==> src/acf_pkg.sv <==
// Shared constants, register map and word carriers of the cell FIFO port
package acf_pkg;

  // Word and parity widths of the cell buses
  localparam int WORD_W = 16;
  localparam int PAR_W = 2;

  // Default words per 53-octet cell (last word carries one pad octet)
  localparam int WORDS_PER_CELL_DEF = 27;
  // Default transmit FIFO depth in words, four cells
  localparam int FIFO_DEPTH_DEF = 108;
  // Near-full margin: space flag drops when no more than this many writes fit
  localparam int NEAR_FULL_WRITES = 4;
  // Highest transmit FIFO clock the writer may use, in MHz
  localparam int TX_CLK_MAX_MHZ = 52;

  // Register byte offsets
  localparam logic [7:0] REG_CTRL = 8'h00;
  localparam logic [7:0] REG_STATUS = 8'h04;
  localparam logic [7:0] REG_MASK = 8'h08;
  localparam logic [7:0] REG_LEVEL = 8'h0c;

  // Control fields
  localparam int CTRL_W = 4;
  localparam int CTRL_BYTE_PAR = 0;
  localparam int CTRL_ODD_PAR = 1;
  localparam int CTRL_NEAR_SEL = 2;
  localparam int CTRL_SPACE_LOW = 3;
  localparam logic [CTRL_W-1:0] CTRL_RST = 4'h0;

  // Status and mask fields
  localparam int ST_W = 4;
  localparam int ST_PAR_ERR = 0;
  localparam int ST_MARK_ERR = 1;
  localparam int ST_OVERFLOW = 2;
  localparam int ST_IDLE_SENT = 3;
  localparam logic [ST_W-1:0] ST_RST = 4'h0;
  localparam logic [ST_W-1:0] MASK_RST = 4'h0;

  // Level register fields
  localparam int LVL_CELLS_POS = 16;

  // One cell word with its side signals
  typedef struct packed {
    logic first;
    logic [PAR_W-1:0] parity;
    logic [WORD_W-1:0] data;
  } acf_word_s;

  // One word handed to the payload side
  typedef struct packed {
    logic first;
    logic idle;
    logic [WORD_W-1:0] data;
  } acf_out_s;

endpackage

==> src/acf_cell_port.sv <==
// Transmit cell FIFO system port with receive output gating and registers
//
// How it works
// - Float enable high: drive outputs only when reading
// - Float enable low: receive outputs always driven
// - Sample write inputs on FIFO clock rising edge
// - Enable low at edge stores one word unless the FIFO is full
// - Enable high at edge leaves FIFO alone
// - Data counts only with enable asserted
// - Cell leaves FIFO only when fully written
// - No full cell at slot: send idle
// - Space flag changes only at FIFO clock edges
// - First-word marker elsewhere raises an interrupt
// - Word or byte parity, odd or even
// - Space flag: full or near-full, programmable polarity
// - Space flag high while in reset
//
// The address-and-strobe port and the address map were decided locally.
`timescale 1ns/1ns
`default_nettype none
module acf_cell_port #(
  parameter int WORDS_PER_CELL = acf_pkg::WORDS_PER_CELL_DEF,
  parameter int FIFO_DEPTH = acf_pkg::FIFO_DEPTH_DEF,
  parameter logic [15:0] IDLE_FILL_WORD = 16'h0000
) (
  input wire logic ref_clk,
  input wire logic rst,
  input wire logic clk_en,
  input wire logic tx_fifo_clk,
  input wire logic tx_write_enable_n,
  input wire logic tx_cell_first_word,
  input wire logic [1:0] tx_word_parity,
  input wire logic [15:0] tx_cell_word,
  output logic tx_space_available,
  input wire logic rx_output_float_enable,
  input wire logic rx_read_enable_n,
  input wire acf_pkg::acf_word_s rx_src,
  output logic [15:0] rx_cell_word,
  output logic [1:0] rx_word_parity,
  output logic rx_cell_first_word,
  output logic rx_out_oe,
  input wire logic cell_slot,
  output acf_pkg::acf_out_s payload_word,
  output logic payload_valid,
  input wire logic [7:0] reg_addr,
  input wire logic [31:0] reg_wdata,
  input wire logic reg_we,
  input wire logic reg_re,
  output logic [31:0] reg_rdata,
  output logic irq
);

  localparam int AW = $clog2(FIFO_DEPTH);
  localparam int LW = $clog2(FIFO_DEPTH + 1);
  localparam int CW = $clog2(WORDS_PER_CELL + 1);
  localparam int NCELLS = FIFO_DEPTH / WORDS_PER_CELL;
  localparam int NW = $clog2(NCELLS + 1);
  localparam logic [LW-1:0] DEPTH_L = LW'(FIFO_DEPTH);
  localparam logic [LW-1:0] NEAR_L = LW'(FIFO_DEPTH - acf_pkg::NEAR_FULL_WRITES);
  localparam logic [CW-1:0] LAST_WORD = CW'(WORDS_PER_CELL - 1);
  localparam logic [AW-1:0] LAST_IDX = AW'(FIFO_DEPTH - 1);

  // Drain state machine, one-hot
  typedef enum logic [1:0] {
    ST_WAIT = 2'b01,
    ST_SEND = 2'b10
  } acf_drain_e;

  // Expected parity pair for a word under the current mode
  function automatic logic [1:0] acf_parity(input logic [15:0] d,
                                            input logic byte_mode,
                                            input logic odd);
    logic [1:0] p;
    p = 2'b00;
    if (byte_mode) begin
      p[1] = (^d[15:8]) ^ odd;
      p[0] = (^d[7:0]) ^ odd;
    end else begin
      p[1] = (^d) ^ odd;
      p[0] = 1'b0;
    end
    return p;
  endfunction

  // Wrapping index step shared by both pointers
  function automatic logic [AW-1:0] acf_next_idx(input logic [AW-1:0] i);
    return (i == LAST_IDX) ? '0 : i + AW'(1);
  endfunction

  // ---------------- Pin synchronisation ----------------
  localparam int TXW = 3 + $bits(acf_pkg::acf_word_s);
  logic [TXW-1:0] tx_pins; // Raw transmit pins bundled
  logic [TXW-1:0] tx_sync; // Agreed transmit pins
  logic [1:0] rx_ctl_sync; // Agreed float enable and read enable
  logic tx_clk_lvl_q; // Last accepted FIFO clock level
  logic tx_edge; // One-cycle pulse per FIFO clock rising edge
  logic tx_wen_n;
  acf_pkg::acf_word_s tx_in;

  assign tx_pins = {tx_fifo_clk, tx_write_enable_n, 1'b0, tx_cell_first_word,
                    tx_word_parity, tx_cell_word};

  // Clock and data go through the same stages so they stay aligned
  acf_sync3 #(.W(TXW), .RST_VAL({1'b0, 1'b1, {(TXW-2){1'b0}}})) u_tx_sync (
    .ref_clk(ref_clk),
    .rst(rst),
    .clk_en(clk_en),
    .d(tx_pins),
    .q(tx_sync)
  );

  // Read enable idles high but float enable idles low, so the bus is driven after reset until the pins sync
  acf_sync3 #(.W(2), .RST_VAL(2'b01)) u_rx_sync (
    .ref_clk(ref_clk),
    .rst(rst),
    .clk_en(clk_en),
    .d({rx_output_float_enable, rx_read_enable_n}),
    .q(rx_ctl_sync)
  );

  assign tx_wen_n = tx_sync[TXW-2];
  assign tx_in = tx_sync[$bits(acf_pkg::acf_word_s)-1:0];

  // Rising edge of the writer's clock as seen after synchronising
  always_ff @(posedge ref_clk) begin
    if (rst) begin
      tx_clk_lvl_q <= 1'b0;
    end else if (clk_en) begin
      tx_clk_lvl_q <= tx_sync[TXW-1];
    end
  end
  // Limitation: the writer's clock must be far below ref_clk to be seen
  assign tx_edge = clk_en & tx_sync[TXW-1] & ~tx_clk_lvl_q;

  // ---------------- Registers ----------------
  logic [acf_pkg::CTRL_W-1:0] ctrl_q; // Mode bits
  logic [acf_pkg::ST_W-1:0] status_q; // Sticky events
  logic [acf_pkg::ST_W-1:0] mask_q; // Interrupt enables
  logic [acf_pkg::ST_W-1:0] ev; // Event pulses this cycle
  logic [31:0] rdata_q;
  logic [LW-1:0] level_q; // Words held
  logic [NW-1:0] cells_q; // Complete cells held

  // Control register
  always_ff @(posedge ref_clk) begin
    if (rst) begin
      ctrl_q <= acf_pkg::CTRL_RST;
    end else if (clk_en && reg_we && reg_addr == acf_pkg::REG_CTRL) begin
      ctrl_q <= reg_wdata[acf_pkg::CTRL_W-1:0];
    end
  end

  // Mask register
  always_ff @(posedge ref_clk) begin
    if (rst) begin
      mask_q <= acf_pkg::MASK_RST;
    end else if (clk_en && reg_we && reg_addr == acf_pkg::REG_MASK) begin
      mask_q <= reg_wdata[acf_pkg::ST_W-1:0];
    end
  end

  // Status: write one to clear; a same-cycle event wins over the clear
  always_ff @(posedge ref_clk) begin
    if (rst) begin
      status_q <= acf_pkg::ST_RST;
    end else if (clk_en) begin
      if (reg_we && reg_addr == acf_pkg::REG_STATUS) begin
        status_q <= (status_q & ~reg_wdata[acf_pkg::ST_W-1:0]) | ev;
      end else begin
        status_q <= status_q | ev;
      end
    end
  end

  // Read data stands in the cycle after the strobe only
  always_ff @(posedge ref_clk) begin
    if (rst) begin
      rdata_q <= 32'h0000_0000;
    end else if (clk_en) begin
      rdata_q <= 32'h0000_0000;
      if (reg_re) begin
        case (reg_addr)
          acf_pkg::REG_CTRL: rdata_q <= 32'(ctrl_q);
          acf_pkg::REG_STATUS: rdata_q <= 32'(status_q);
          acf_pkg::REG_MASK: rdata_q <= 32'(mask_q);
          acf_pkg::REG_LEVEL: begin
            rdata_q <= 32'(level_q) | (32'(cells_q) << acf_pkg::LVL_CELLS_POS);
          end
          default: rdata_q <= 32'h0000_0000; // Unmapped reads zero
        endcase
      end
    end
  end

  assign reg_rdata = rdata_q;
  assign irq = |(status_q & mask_q);

  // ---------------- Transmit write side ----------------
  logic [AW-1:0] wr_idx_q;
  logic [CW-1:0] wr_pos_q; // Word position inside the cell being written
  logic wr_take; // Accepted write this cycle
  logic wr_ovf; // Write dropped for lack of room
  logic cell_done; // Last word of a cell accepted
  logic rd_take; // Word leaves the FIFO this cycle
  logic cell_out; // Last word of a cell left
  logic [AW-1:0] rd_idx_q; // Oldest stored word
  logic [15:0] rd_word; // Word at the read index
  logic [LW-1:0] level_nx; // Level after this cycle's moves
  logic [1:0] par_exp;
  logic par_bad;

  // Only an edge with enable low writes; otherwise data is ignored
  assign wr_take = tx_edge & ~tx_wen_n & (level_q != DEPTH_L);
  assign wr_ovf = tx_edge & ~tx_wen_n & (level_q == DEPTH_L);
  assign cell_done = wr_take & (wr_pos_q == LAST_WORD);

  // Parity check on accepted words only; low bit unused in word mode
  assign par_exp = acf_parity(tx_in.data, ctrl_q[acf_pkg::CTRL_BYTE_PAR],
                              ctrl_q[acf_pkg::CTRL_ODD_PAR]);
  assign par_bad = wr_take & ((par_exp[1] != tx_in.parity[1]) |
                   (ctrl_q[acf_pkg::CTRL_BYTE_PAR] &
                    (par_exp[0] != tx_in.parity[0])));

  acf_fifo_mem #(.W(acf_pkg::WORD_W), .DEPTH(FIFO_DEPTH), .AW(AW)) u_mem (
    .ref_clk(ref_clk),
    .clk_en(clk_en),
    .wr_en(wr_take),
    .wr_idx(wr_idx_q),
    .wr_data(tx_in.data),
    .rd_idx(rd_idx_q),
    .rd_data(rd_word)
  );

  // Write index and cell position; marker is optional on each cell
  always_ff @(posedge ref_clk) begin
    if (rst) begin
      wr_idx_q <= '0;
      wr_pos_q <= '0;
    end else if (wr_take) begin
      wr_idx_q <= acf_next_idx(wr_idx_q);
      wr_pos_q <= (wr_pos_q == LAST_WORD) ? '0 : wr_pos_q + CW'(1);
    end
  end

  // Word level; both ends may move in the same cycle
  assign level_nx = level_q + LW'(wr_take) - LW'(rd_take);
  always_ff @(posedge ref_clk) begin
    if (rst) begin
      level_q <= '0;
    end else if (clk_en) begin
      level_q <= level_nx;
    end
  end

  // Complete cell count gates the drain side
  always_ff @(posedge ref_clk) begin
    if (rst) begin
      cells_q <= '0;
    end else if (clk_en) begin
      cells_q <= cells_q + NW'(cell_done) - NW'(cell_out);
    end
  end

  // ---------------- Space flag ----------------
  logic space_raw;
  logic space_q;

  // Threshold on the level after this edge's write, so the flag is never one word late
  assign space_raw = ctrl_q[acf_pkg::CTRL_NEAR_SEL] ? (level_nx < NEAR_L) :
                     (level_nx < DEPTH_L);

  // Updated only on the writer's clock edge so it looks synchronous to it
  always_ff @(posedge ref_clk) begin
    if (rst) begin
      space_q <= 1'b1;
    end else if (tx_edge) begin
      space_q <= space_raw ^ ctrl_q[acf_pkg::CTRL_SPACE_LOW];
    end
  end

  // Reset forces the flag high whatever the polarity bit
  assign tx_space_available = space_q | rst;

  // ---------------- Drain toward the payload ----------------
  acf_drain_e st_q;
  logic [CW-1:0] out_pos_q; // Word position of the cell being sent
  logic real_q; // Cell being sent comes from the FIFO
  acf_pkg::acf_out_s out_q;
  logic out_vld_q;
  logic slot_go; // Slot taken this cycle

  assign slot_go = clk_en & cell_slot & (st_q == ST_WAIT);
  assign rd_take = clk_en & (st_q == ST_SEND) & real_q;
  assign cell_out = rd_take & (out_pos_q == LAST_WORD);

  // Slot seen while busy is ignored; the line side must space them
  always_ff @(posedge ref_clk) begin
    if (rst) begin
      st_q <= ST_WAIT;
      out_pos_q <= '0;
      real_q <= 1'b0;
    end else if (clk_en) begin
      case (st_q)
        ST_WAIT: begin
          if (cell_slot) begin
            st_q <= ST_SEND;
            out_pos_q <= '0;
            real_q <= (cells_q != '0);
          end
        end
        ST_SEND: begin
          if (out_pos_q == LAST_WORD) begin
            st_q <= ST_WAIT;
          end else begin
            out_pos_q <= out_pos_q + CW'(1);
          end
        end
        default: st_q <= ST_WAIT;
      endcase
    end
  end

  // Read index advances only for FIFO cells
  always_ff @(posedge ref_clk) begin
    if (rst) begin
      rd_idx_q <= '0;
    end else if (rd_take) begin
      rd_idx_q <= acf_next_idx(rd_idx_q);
    end
  end

  // Registered payload word: FIFO data or idle fill
  always_ff @(posedge ref_clk) begin
    if (rst) begin
      out_q <= '0;
      out_vld_q <= 1'b0;
    end else if (clk_en) begin
      out_vld_q <= (st_q == ST_SEND);
      out_q.first <= (st_q == ST_SEND) & (out_pos_q == '0);
      out_q.idle <= ~real_q;
      out_q.data <= real_q ? rd_word : IDLE_FILL_WORD;
    end
  end

  assign payload_word = out_q;
  assign payload_valid = out_vld_q;

  // ---------------- Events ----------------
  always_comb begin
    ev = '0;
    ev[acf_pkg::ST_PAR_ERR] = par_bad;
    ev[acf_pkg::ST_MARK_ERR] = wr_take & tx_in.first & (wr_pos_q != '0);
    ev[acf_pkg::ST_OVERFLOW] = wr_ovf;
    ev[acf_pkg::ST_IDLE_SENT] = slot_go & (cells_q == '0);
  end

  // ---------------- Receive output drive ----------------
  logic [15:0] rx_word_q;
  logic [1:0] rx_par_q;
  logic rx_first_q;

  // Outputs from flops; parity regenerated under the current mode
  always_ff @(posedge ref_clk) begin
    if (rst) begin
      rx_word_q <= 16'h0000;
      rx_par_q <= 2'h0;
      rx_first_q <= 1'b0;
    end else if (clk_en) begin
      rx_word_q <= rx_src.data;
      rx_first_q <= rx_src.first;
      rx_par_q <= acf_parity(rx_src.data, ctrl_q[acf_pkg::CTRL_BYTE_PAR],
                             ctrl_q[acf_pkg::CTRL_ODD_PAR]);
    end
  end

  assign rx_cell_word = rx_word_q;
  assign rx_word_parity = rx_par_q;
  assign rx_cell_first_word = rx_first_q;
  // Gated by read enable in float mode, else always driven
  assign rx_out_oe = ~rx_ctl_sync[1] | ~rx_ctl_sync[0];

endmodule
`default_nettype wire

==> src/acf_sync3.sv <==
// Three-stage pin synchroniser with agreement of the last two stages
`timescale 1ns/1ns
`default_nettype none
module acf_sync3 #(
  parameter int W = 1,
  parameter logic [W-1:0] RST_VAL = '0
) (
  input wire logic ref_clk,
  input wire logic rst,
  input wire logic clk_en,
  input wire logic [W-1:0] d,
  output logic [W-1:0] q
);

  logic [W-1:0] s1_q; // Metastable stage, read only by s2
  logic [W-1:0] s2_q;
  logic [W-1:0] s3_q;
  logic [W-1:0] q_q; // Accepted value

  // Shift chain; the first stage feeds nothing but the second
  always_ff @(posedge ref_clk) begin
    if (rst) begin
      s1_q <= RST_VAL;
      s2_q <= RST_VAL;
      s3_q <= RST_VAL;
    end else if (clk_en) begin
      s1_q <= d;
      s2_q <= s1_q;
      s3_q <= s2_q;
    end
  end

  // Per-bit acceptance once stages two and three agree
  always_ff @(posedge ref_clk) begin
    if (rst) begin
      q_q <= RST_VAL;
    end else if (clk_en) begin
      q_q <= (s2_q & s3_q) | (q_q & (s2_q | s3_q));
    end
  end

  assign q = q_q;

endmodule
`default_nettype wire

==> src/acf_fifo_mem.sv <==
// Flip-flop word store of the transmit FIFO, addressed by index
`timescale 1ns/1ns
`default_nettype none
module acf_fifo_mem #(
  parameter int W = 16,
  parameter int DEPTH = 108,
  parameter int AW = 7
) (
  input wire logic ref_clk,
  input wire logic clk_en,
  input wire logic wr_en,
  input wire logic [AW-1:0] wr_idx,
  input wire logic [W-1:0] wr_data,
  input wire logic [AW-1:0] rd_idx,
  output logic [W-1:0] rd_data
);

  logic [W-1:0] mem_q [DEPTH]; // Storage, no reset needed for data

  // Write port
  always_ff @(posedge ref_clk) begin
    if (clk_en && wr_en) begin
      mem_q[wr_idx] <= wr_data;
    end
  end

  // Read port is plain indexing; the caller registers it
  assign rd_data = mem_q[rd_idx];

endmodule
`default_nettype wire

==> config.mk <==
export PLATFORM = sky130hd
export DESIGN_NAME = acf_cell_port
export DESIGN_NICKNAME = d
export VERILOG_FILES = /design/src/acf_pkg.sv /design/src/acf_cell_port.sv /design/src/acf_sync3.sv /design/src/acf_fifo_mem.sv
export SDC_FILE = /design/constraint.sdc
export NUM_CORES = 2
export LEC_CHECK = 0
export BUFFER_PORTS_ARGS = -buffer_cell sky130_fd_sc_hd__buf_2
export CELL_PAD_IN_SITES_DETAIL_PLACEMENT = 1
export CELL_PAD_IN_SITES_GLOBAL_PLACEMENT = 1
export CORE_MARGIN = 2
export CORE_UTILIZATION = 31
export CTS_CLUSTER_SIZE = 16
export DETAILED_ROUTE_END_ITERATION = 6
export PLACE_DENSITY = 0.47
export SYNTH_ARGS = -nofsm -noshare
export SYNTH_HDL_FRONTEND = slang
export SYNTH_SLANG_ARGS = --single-unit
==> constraint.sdc <==
create_clock -name ref_clk -period 8.15 [get_ports ref_clk]
set_input_delay 0.4075 -clock ref_clk [delete_from_list [all_inputs] [get_ports ref_clk]]
set_output_delay 0.4075 -clock ref_clk [all_outputs]
set_load 0.05 [all_outputs]
==> Word-level counts from Yosys, hierarchy flattened <==
Memory sizes are Yosys's and may differ from the RTL's. A register that Yosys moved wholly into a read port is not among the register bits.
Cells that the tools add are included.
{ "totals": {"regBits": 214, "mem_bits_rw": 1728, "inputBits": 88, "wordCells": 143, "memories": 1} }
{ "mem_list": {"columns": ["memory", "words", "word_bits", "read_ports", "rd_clocked_by_memory_dff", "write_ports", "line_no", "rtl"], "rows": [
  ["u_mem.mem_q", 108, 16, 1, 1, 1, "acf_fifo_mem.sv:18", "logic [W-1:0] mem_q [DEPTH];"]
]} }
{ "classes": {"n_addsub": 8, "n_lt_le_gt_ge": 2, "n_eq_ne": 16, "muxes": 20, "bitwise_logic": 46, "reduce_logical": 21} }
{ "ops": {"columns": ["cell", "count"], "rows": [
  ["$pmux W19 S4", 1],
  ["$and A22 B22 Y22", 2],
  ["$or A22 B22 Y22", 2],
  ["$reduce_xor A16 Y1", 2],
  ["$reduce_xor A8 Y1", 4],
  ["$mux W7", 4],
  ["$eq A7 B7 Y1 const B", 3],
  ["$mux W19", 1],
  ["$or A7 B19 Y19", 1],
  ["$and A1 B1 Y1", 17],
  ["$eq A8 B4 Y1 const B", 2],
  ["$mux W16", 1],
  ["$mux W5", 3],
  ["$add A7 B1 Y7 const B", 2],
  ["$lt A7 B7 Y1 const B", 2],
  ["$add A5 B1 Y5 const B", 2],
  ["$eq A5 B5 Y1 const B", 2],
  ["$pmux W5 S2", 1],
  ["$and A4 B4 Y4", 2],
  ["$eq A8 B3 Y1 const B", 1],
  ["$logic_not A8 Y1", 1],
  ["$mux W2", 4],
  ["$or A4 B4 Y4", 2],
  ["$add A7 B1 Y7", 1],
  ["other kinds (26)", 50]
]} }

==> Depth between registers and ports, before layout <==
{ "depth": {"depth_word": 9, "ltp_mapped": 15, "ltp_nobuf": 15} }

==> Cells and area by module <==
From an unflattened synthesis, not the netlist that was laid out.
{ "unflattened": {"cells_unflattened": 4122, "hier_area_um2": 75337.3} }
{ "modules_own_cells": {"columns": ["mod", "n_inst", "cells_per_inst", "area_per_inst_um2", "seq_area_each_um2"], "rows": [
  ["acf_fifo_mem", 1, 3218, 66750.3, 51889.8],
  ["acf_cell_port", 1, 540, 4992.3, 1981.9],
  ["acf_sync3 (u_tx_sync)", 1, 332, 3285.7, 1761.7],
  ["acf_sync3 (u_rx_sync)", 1, 32, 309.0, 160.2]
]} }

==> Worst setup path after synthesis <==
OpenSTA, ideal clock, no wires.
{ "synth_timing": {"path_kind": "register to register", "startpoint": "register level_q[4]", "endpoint": "register level_q[6]", "arrival_time_ps": 3367, "slack_ps": 4713, "path_stages_with_launch": 16, "path_buffers": 0, "path_cell_list": "dfxtp_1 inv_1 ha_1 and2_1 a311oi_4 inv_2 ha_1 inv_1 ha_1 fa_1 a211oi_1 o21bai_1 a21oi_1 xnor2_1 or3_1 a21oi_1"} }
{ "synth_via": {"elab_chain_cells": 4} }
{ "synth_rtl": {"columns": ["element", "line_no", "rtl"], "rows": [
  ["from (decl)", "acf_cell_port.sv:141", "logic [LW-1:0] level_q;"],
  ["from (signal assigned)", "acf_cell_port.sv:251", "level_q <= level_nx;"],
  ["$ne A7 B7 Y1", "acf_cell_port.sv:213", "assign wr_take = tx_edge & ~tx_wen_n & (level_q != DEPTH_L);"],
  ["$and A1 B1 Y1", "acf_cell_port.sv:213", null],
  ["$add A7 B1 Y7 (*)", "acf_cell_port.sv:246", "assign level_nx = level_q + LW'(wr_take) - LW'(rd_take);"],
  ["$sub A7 B1 Y7 (*)", "acf_cell_port.sv:246", null]
]} }
Mark *: on every way between the ends. The rest lies on a longest branch, timed or not.
A chain may end at the register's enable or synchronous reset.

==> Worst setup path after layout <==
{ "layout_timing": {"startpoint": "input clk_en", "endpoint": "register level_q[6]"} }
{ "layout_via": {"elab_chain_cells": 6, "word_cells_on_any_way": 8, "classes_between": "add/sub: 2; bitwise: 6"} }
{ "layout_rtl": {"columns": ["element", "line_no", "rtl"], "rows": [
  ["from (decl)", "acf_cell_port.sv:28", "input wire logic clk_en,"],
  ["$and A1 B1 Y1 (2 in a row)", "acf_cell_port.sv:133", "assign tx_edge = clk_en & tx_sync[TXW-1] & ~tx_clk_lvl_q;"],
  ["$and A1 B1 Y1 (2 in a row)", "acf_cell_port.sv:213", null],
  ["$add A7 B1 Y7", "acf_cell_port.sv:246", null],
  ["$sub A7 B1 Y7", "acf_cell_port.sv:246", null]
]} }
Several ways; a longest one is shown, not always the timed one.

==> reports/metrics.csv <==
metric,value,unit
viasPerCell,5.017,
drt_iter0_markers,3401,
reg2regPathDepth,16,
layout-drive-gt1-share,23.28,%
hold_buffers,77,
clk_latency,880,ps
wirelength,217200,µm
rsz0062_at_grt,no,
final_util,36.23,%
io_pins,161,
finalNetCount,4405,
die-width,496.7,µm
power.leakage,31.99,nW
maxCapViolCount,0,
via_count,38440,
cts_resized,0,
finalCritPeriodShare,52.99,%
cts-htree-levels,4,
syn2layout_area_growth,16.04,%
violations,design-rule violations,
fp.dieH,496.7,µm
hp-class,in2reg,
syn_area,75250,µm²
power.total,20.14,mW
ys_ff_latch,1926,
tightest_slew,1216,ps
p_per_area,230.6,nW/µm²
timing.rr.start,level_q[4],
grt_pass1_vias,40590,
status,finished with violations,
cp-start-kind,input pin,
syn_area_per_cell,19.03,µm²
cts.sinks,1926,
yosysWarnings,0,
cp_data_required_time,8900,ps
grt_start_max_net_pins,93,
initial_core_util,31.23,%
min_from,reg_re,
wl_per_cell,28.36,µm
holdPathStages,4,
hold_path_end,reg_rdata[0],
grt_use_total,17.64,%
ant_nets,0,
antenna_found_initial,20,
hold_viol,0,
rows,180,
ys_seq_area_share,74.23,%
overflow,0,
regToRegEndpoint,level_q[6],
cts_max_path_buffers,3,
synth_edf_count,1728,
die-area,246700,µm²
finalSetupViolations,0,
fmax,231.6,MHz
critPathKind,in2reg,
core_area,241000,µm²
skew,67.46,ps
arrival,5070,ps
fin_tns_setup,0,ps
drc,1,
synth_cells,3954,
cts_tree,yes,
yosysUniqueCellTypes,74,
synthArstFlopShare,0,%
gp_congestion,0.7550,
io_buffers,108,
ir_drop,189.7,µV
cp-end-kind,flip-flop,
cts_setup_buffers,0,
grt_pass1_wl,310900,µm
post-route-min-period,4319,ps
path_clk_slew,60,ps
drv_slew,0,
slew_headroom,18.87,%
critPathMaxFanout,47,
dr.pass1.iters,7,
timing.reg2reg.setup_slack,3990,ps
cts_buffers,208,
cts_root_buf,clkbuf_16,
dp.final_hpwl,129900,µm
ys.flop_type,edfxtp_1,
## cells in the mapped netlist, types with 22 or more instances
master / n / share of area, %
edfxtp_1: 1728 / 69
mux4_2: 378 / 11
nor2_1: 278 / 1.4
mux2i_1: 230 / 3.1
dfxtp_1: 198 / 5.3
nand2_1: 169 / 0.84
a21oi_1: 94 / 0.63
o21ai_0: 84 / 0.56
clkbuf_1: 74 / 0.37
buf_4: 68 / 0.68
a22oi_1: 58 / 0.58
buf_2: 52 / 0.35
xnor2_1: 39 / 0.45
o22ai_1: 35 / 0.29
buf_6: 28 / 0.42
nand3_1: 25 / 0.17
a31oi_1: 24 / 0.20
mux2_2: 24 / 0.36
nor2b_1: 24 / 0.20
inv_1: 23 / 0.11
a21o_1: 22 / 0.22
nand4_1: 22 / 0.18
## cell families (layout without fill, tap and decap cells)
family | after synthesis | count (layout) | share of synthesized area, %
AO/OA/AOI/OAI | 431 | 431 | 3.793
XOR/XNOR | 58 | 58 | 0.6934
adder cells (fa/ha/maj) | 21 | 21 | 0.3691
buffers and inverters | 270 | 766 | 2.168
flip-flops | 1926 | 1926 | 74.23
multiplexers | 647 | 647 | 15.26
other | 1 | 27 | 0.004984
AND/OR/NAND/NOR | 600 | 600 | 3.489
## per-stage QoR
step / hold slack (ps) / instances / instance area (µm²) / setup WS (ps)
final: 97.13 / 7661 / 87320 / 3831
after global placement: 440.1 / 7194 / 79890 / 3486
after detailed placement: 437.9 / 7194 / 79890 / 3541
after global routing: 73.15 / 7657 / 87310 / 3523
after CTS: 27.07 / 7656 / 87300 / 3842
after floorplan: 429.9 / 3975 / 75330 / 4713
## placed cells by master (no fill, tap or decap), drive strengths merged, types with 19 or more instances in the layout
cell | Yosys | layout
o22ai | 35 | 35
a31oi | 24 | 24
conb | 1 | 22
dfxtp | 198 | 198
clkbuf | 74 | 273
a221oi | 19 | 19
clkinv | 2 | 98
inv | 24 | 29
a22oi | 58 | 58
mux2i | 230 | 230
mux4 | 393 | 393
o21ai | 85 | 85
a21o | 22 | 22
edfxtp | 1728 | 1728
ha | 19 | 19
nor2b | 24 | 24
mux2 | 24 | 24
a21oi | 94 | 94
nor2 | 278 | 278
nand4 | 22 | 22
dlygate4sd3 | 0 | 77
nand2 | 169 | 169
buf | 170 | 278
nand3 | 25 | 25
xnor2 | 39 | 39
## cell type report
cell class	instances	area, µm²
Antenna cell	5	12.51
Clock buffer	273	5579
Clock inverter	112	1062
Fill cell	23700	153700
Inverter	26	98.84
Multi-Input combinational cell	1779	17960
Sequential cell	1926	55930
Tap cell	3185	3985
Timing Repair Buffer	355	2688
## critical path: stages
cell and delay (ps):
dlygate4sd3_1 550, buf_6 430, nand3b_1 340, a311oi_4 330, buf_4 340, inv_2 190, ha_1 310, inv_1 40
ha_1 210, fa_1 460, a211oi_1 410, o21bai_1 140, a21oi_1 270, xnor2_1 130, or3_1 330, a21oi_1 140
## registers in the layout (all words and copies together), names as in the netlist, 2 cells and up, named ones only
register,cells
out_pos_q,5
cells_q,3
u_tx_sync.s3_q,21
payload_word,18
u_rx_sync.s2_q,2
reg_rdata,10
u_rx_sync.s3_q,2
rd_idx_q,7
st_q,2
wr_idx_q,7
u_tx_sync.s1_q,21
u_tx_sync.q,21
level_q,7
u_tx_sync.s2_q,21
u_rx_sync.q,2
status_q,4
mask_q,4
rx_word_parity,2
wr_pos_q,5
rx_cell_word,16
u_mem.mem_q,1728
u_rx_sync.s1_q,2
ctrl_q,4
## where the power goes
part	leakage [nW]	switching [mW]	internal, mW
clock network	3.24	4.05	5.16
logic	7.03	0.169	0.111
registers	21.7	0.0271	10.6
## routing by layer
| layer | vias up | part of all wire [%] | wire, µm | track usage, % |
|---|---|---|---|---|
| met2 | 826 | 47 | 102300 | 28.16 |
| li1 | 16660 | - | - | - |
| met3 | 247 | 4.7 | 10180 | 2.852 |
| met1 | 20700 | 46 | 100200 | 25.19 |
| met5 | - | 0.0032 | 7 | 0 |
| met4 | 2 | 2.1 | 4601 | 4.177 |
## worst max path at each step
stage / startpoint / endpoint / slack (ps) / depth (start not counted)
2_1_floorplan: level_q[4] / level_q[6] / 4710 / 15
3_3_place_gp: clk_en / level_q[6] / 3490 / 15
3_5_place_dp: clk_en / level_q[6] / 3540 / 15
4_1_cts: clk_en / level_q[6] / 3840 / 16
5_1_grt: clk_en / level_q[6] / 3520 / 16
6_report: clk_en / level_q[6] / 3830 / 16
Note: power is estimated with default switching activity, not from simulation.
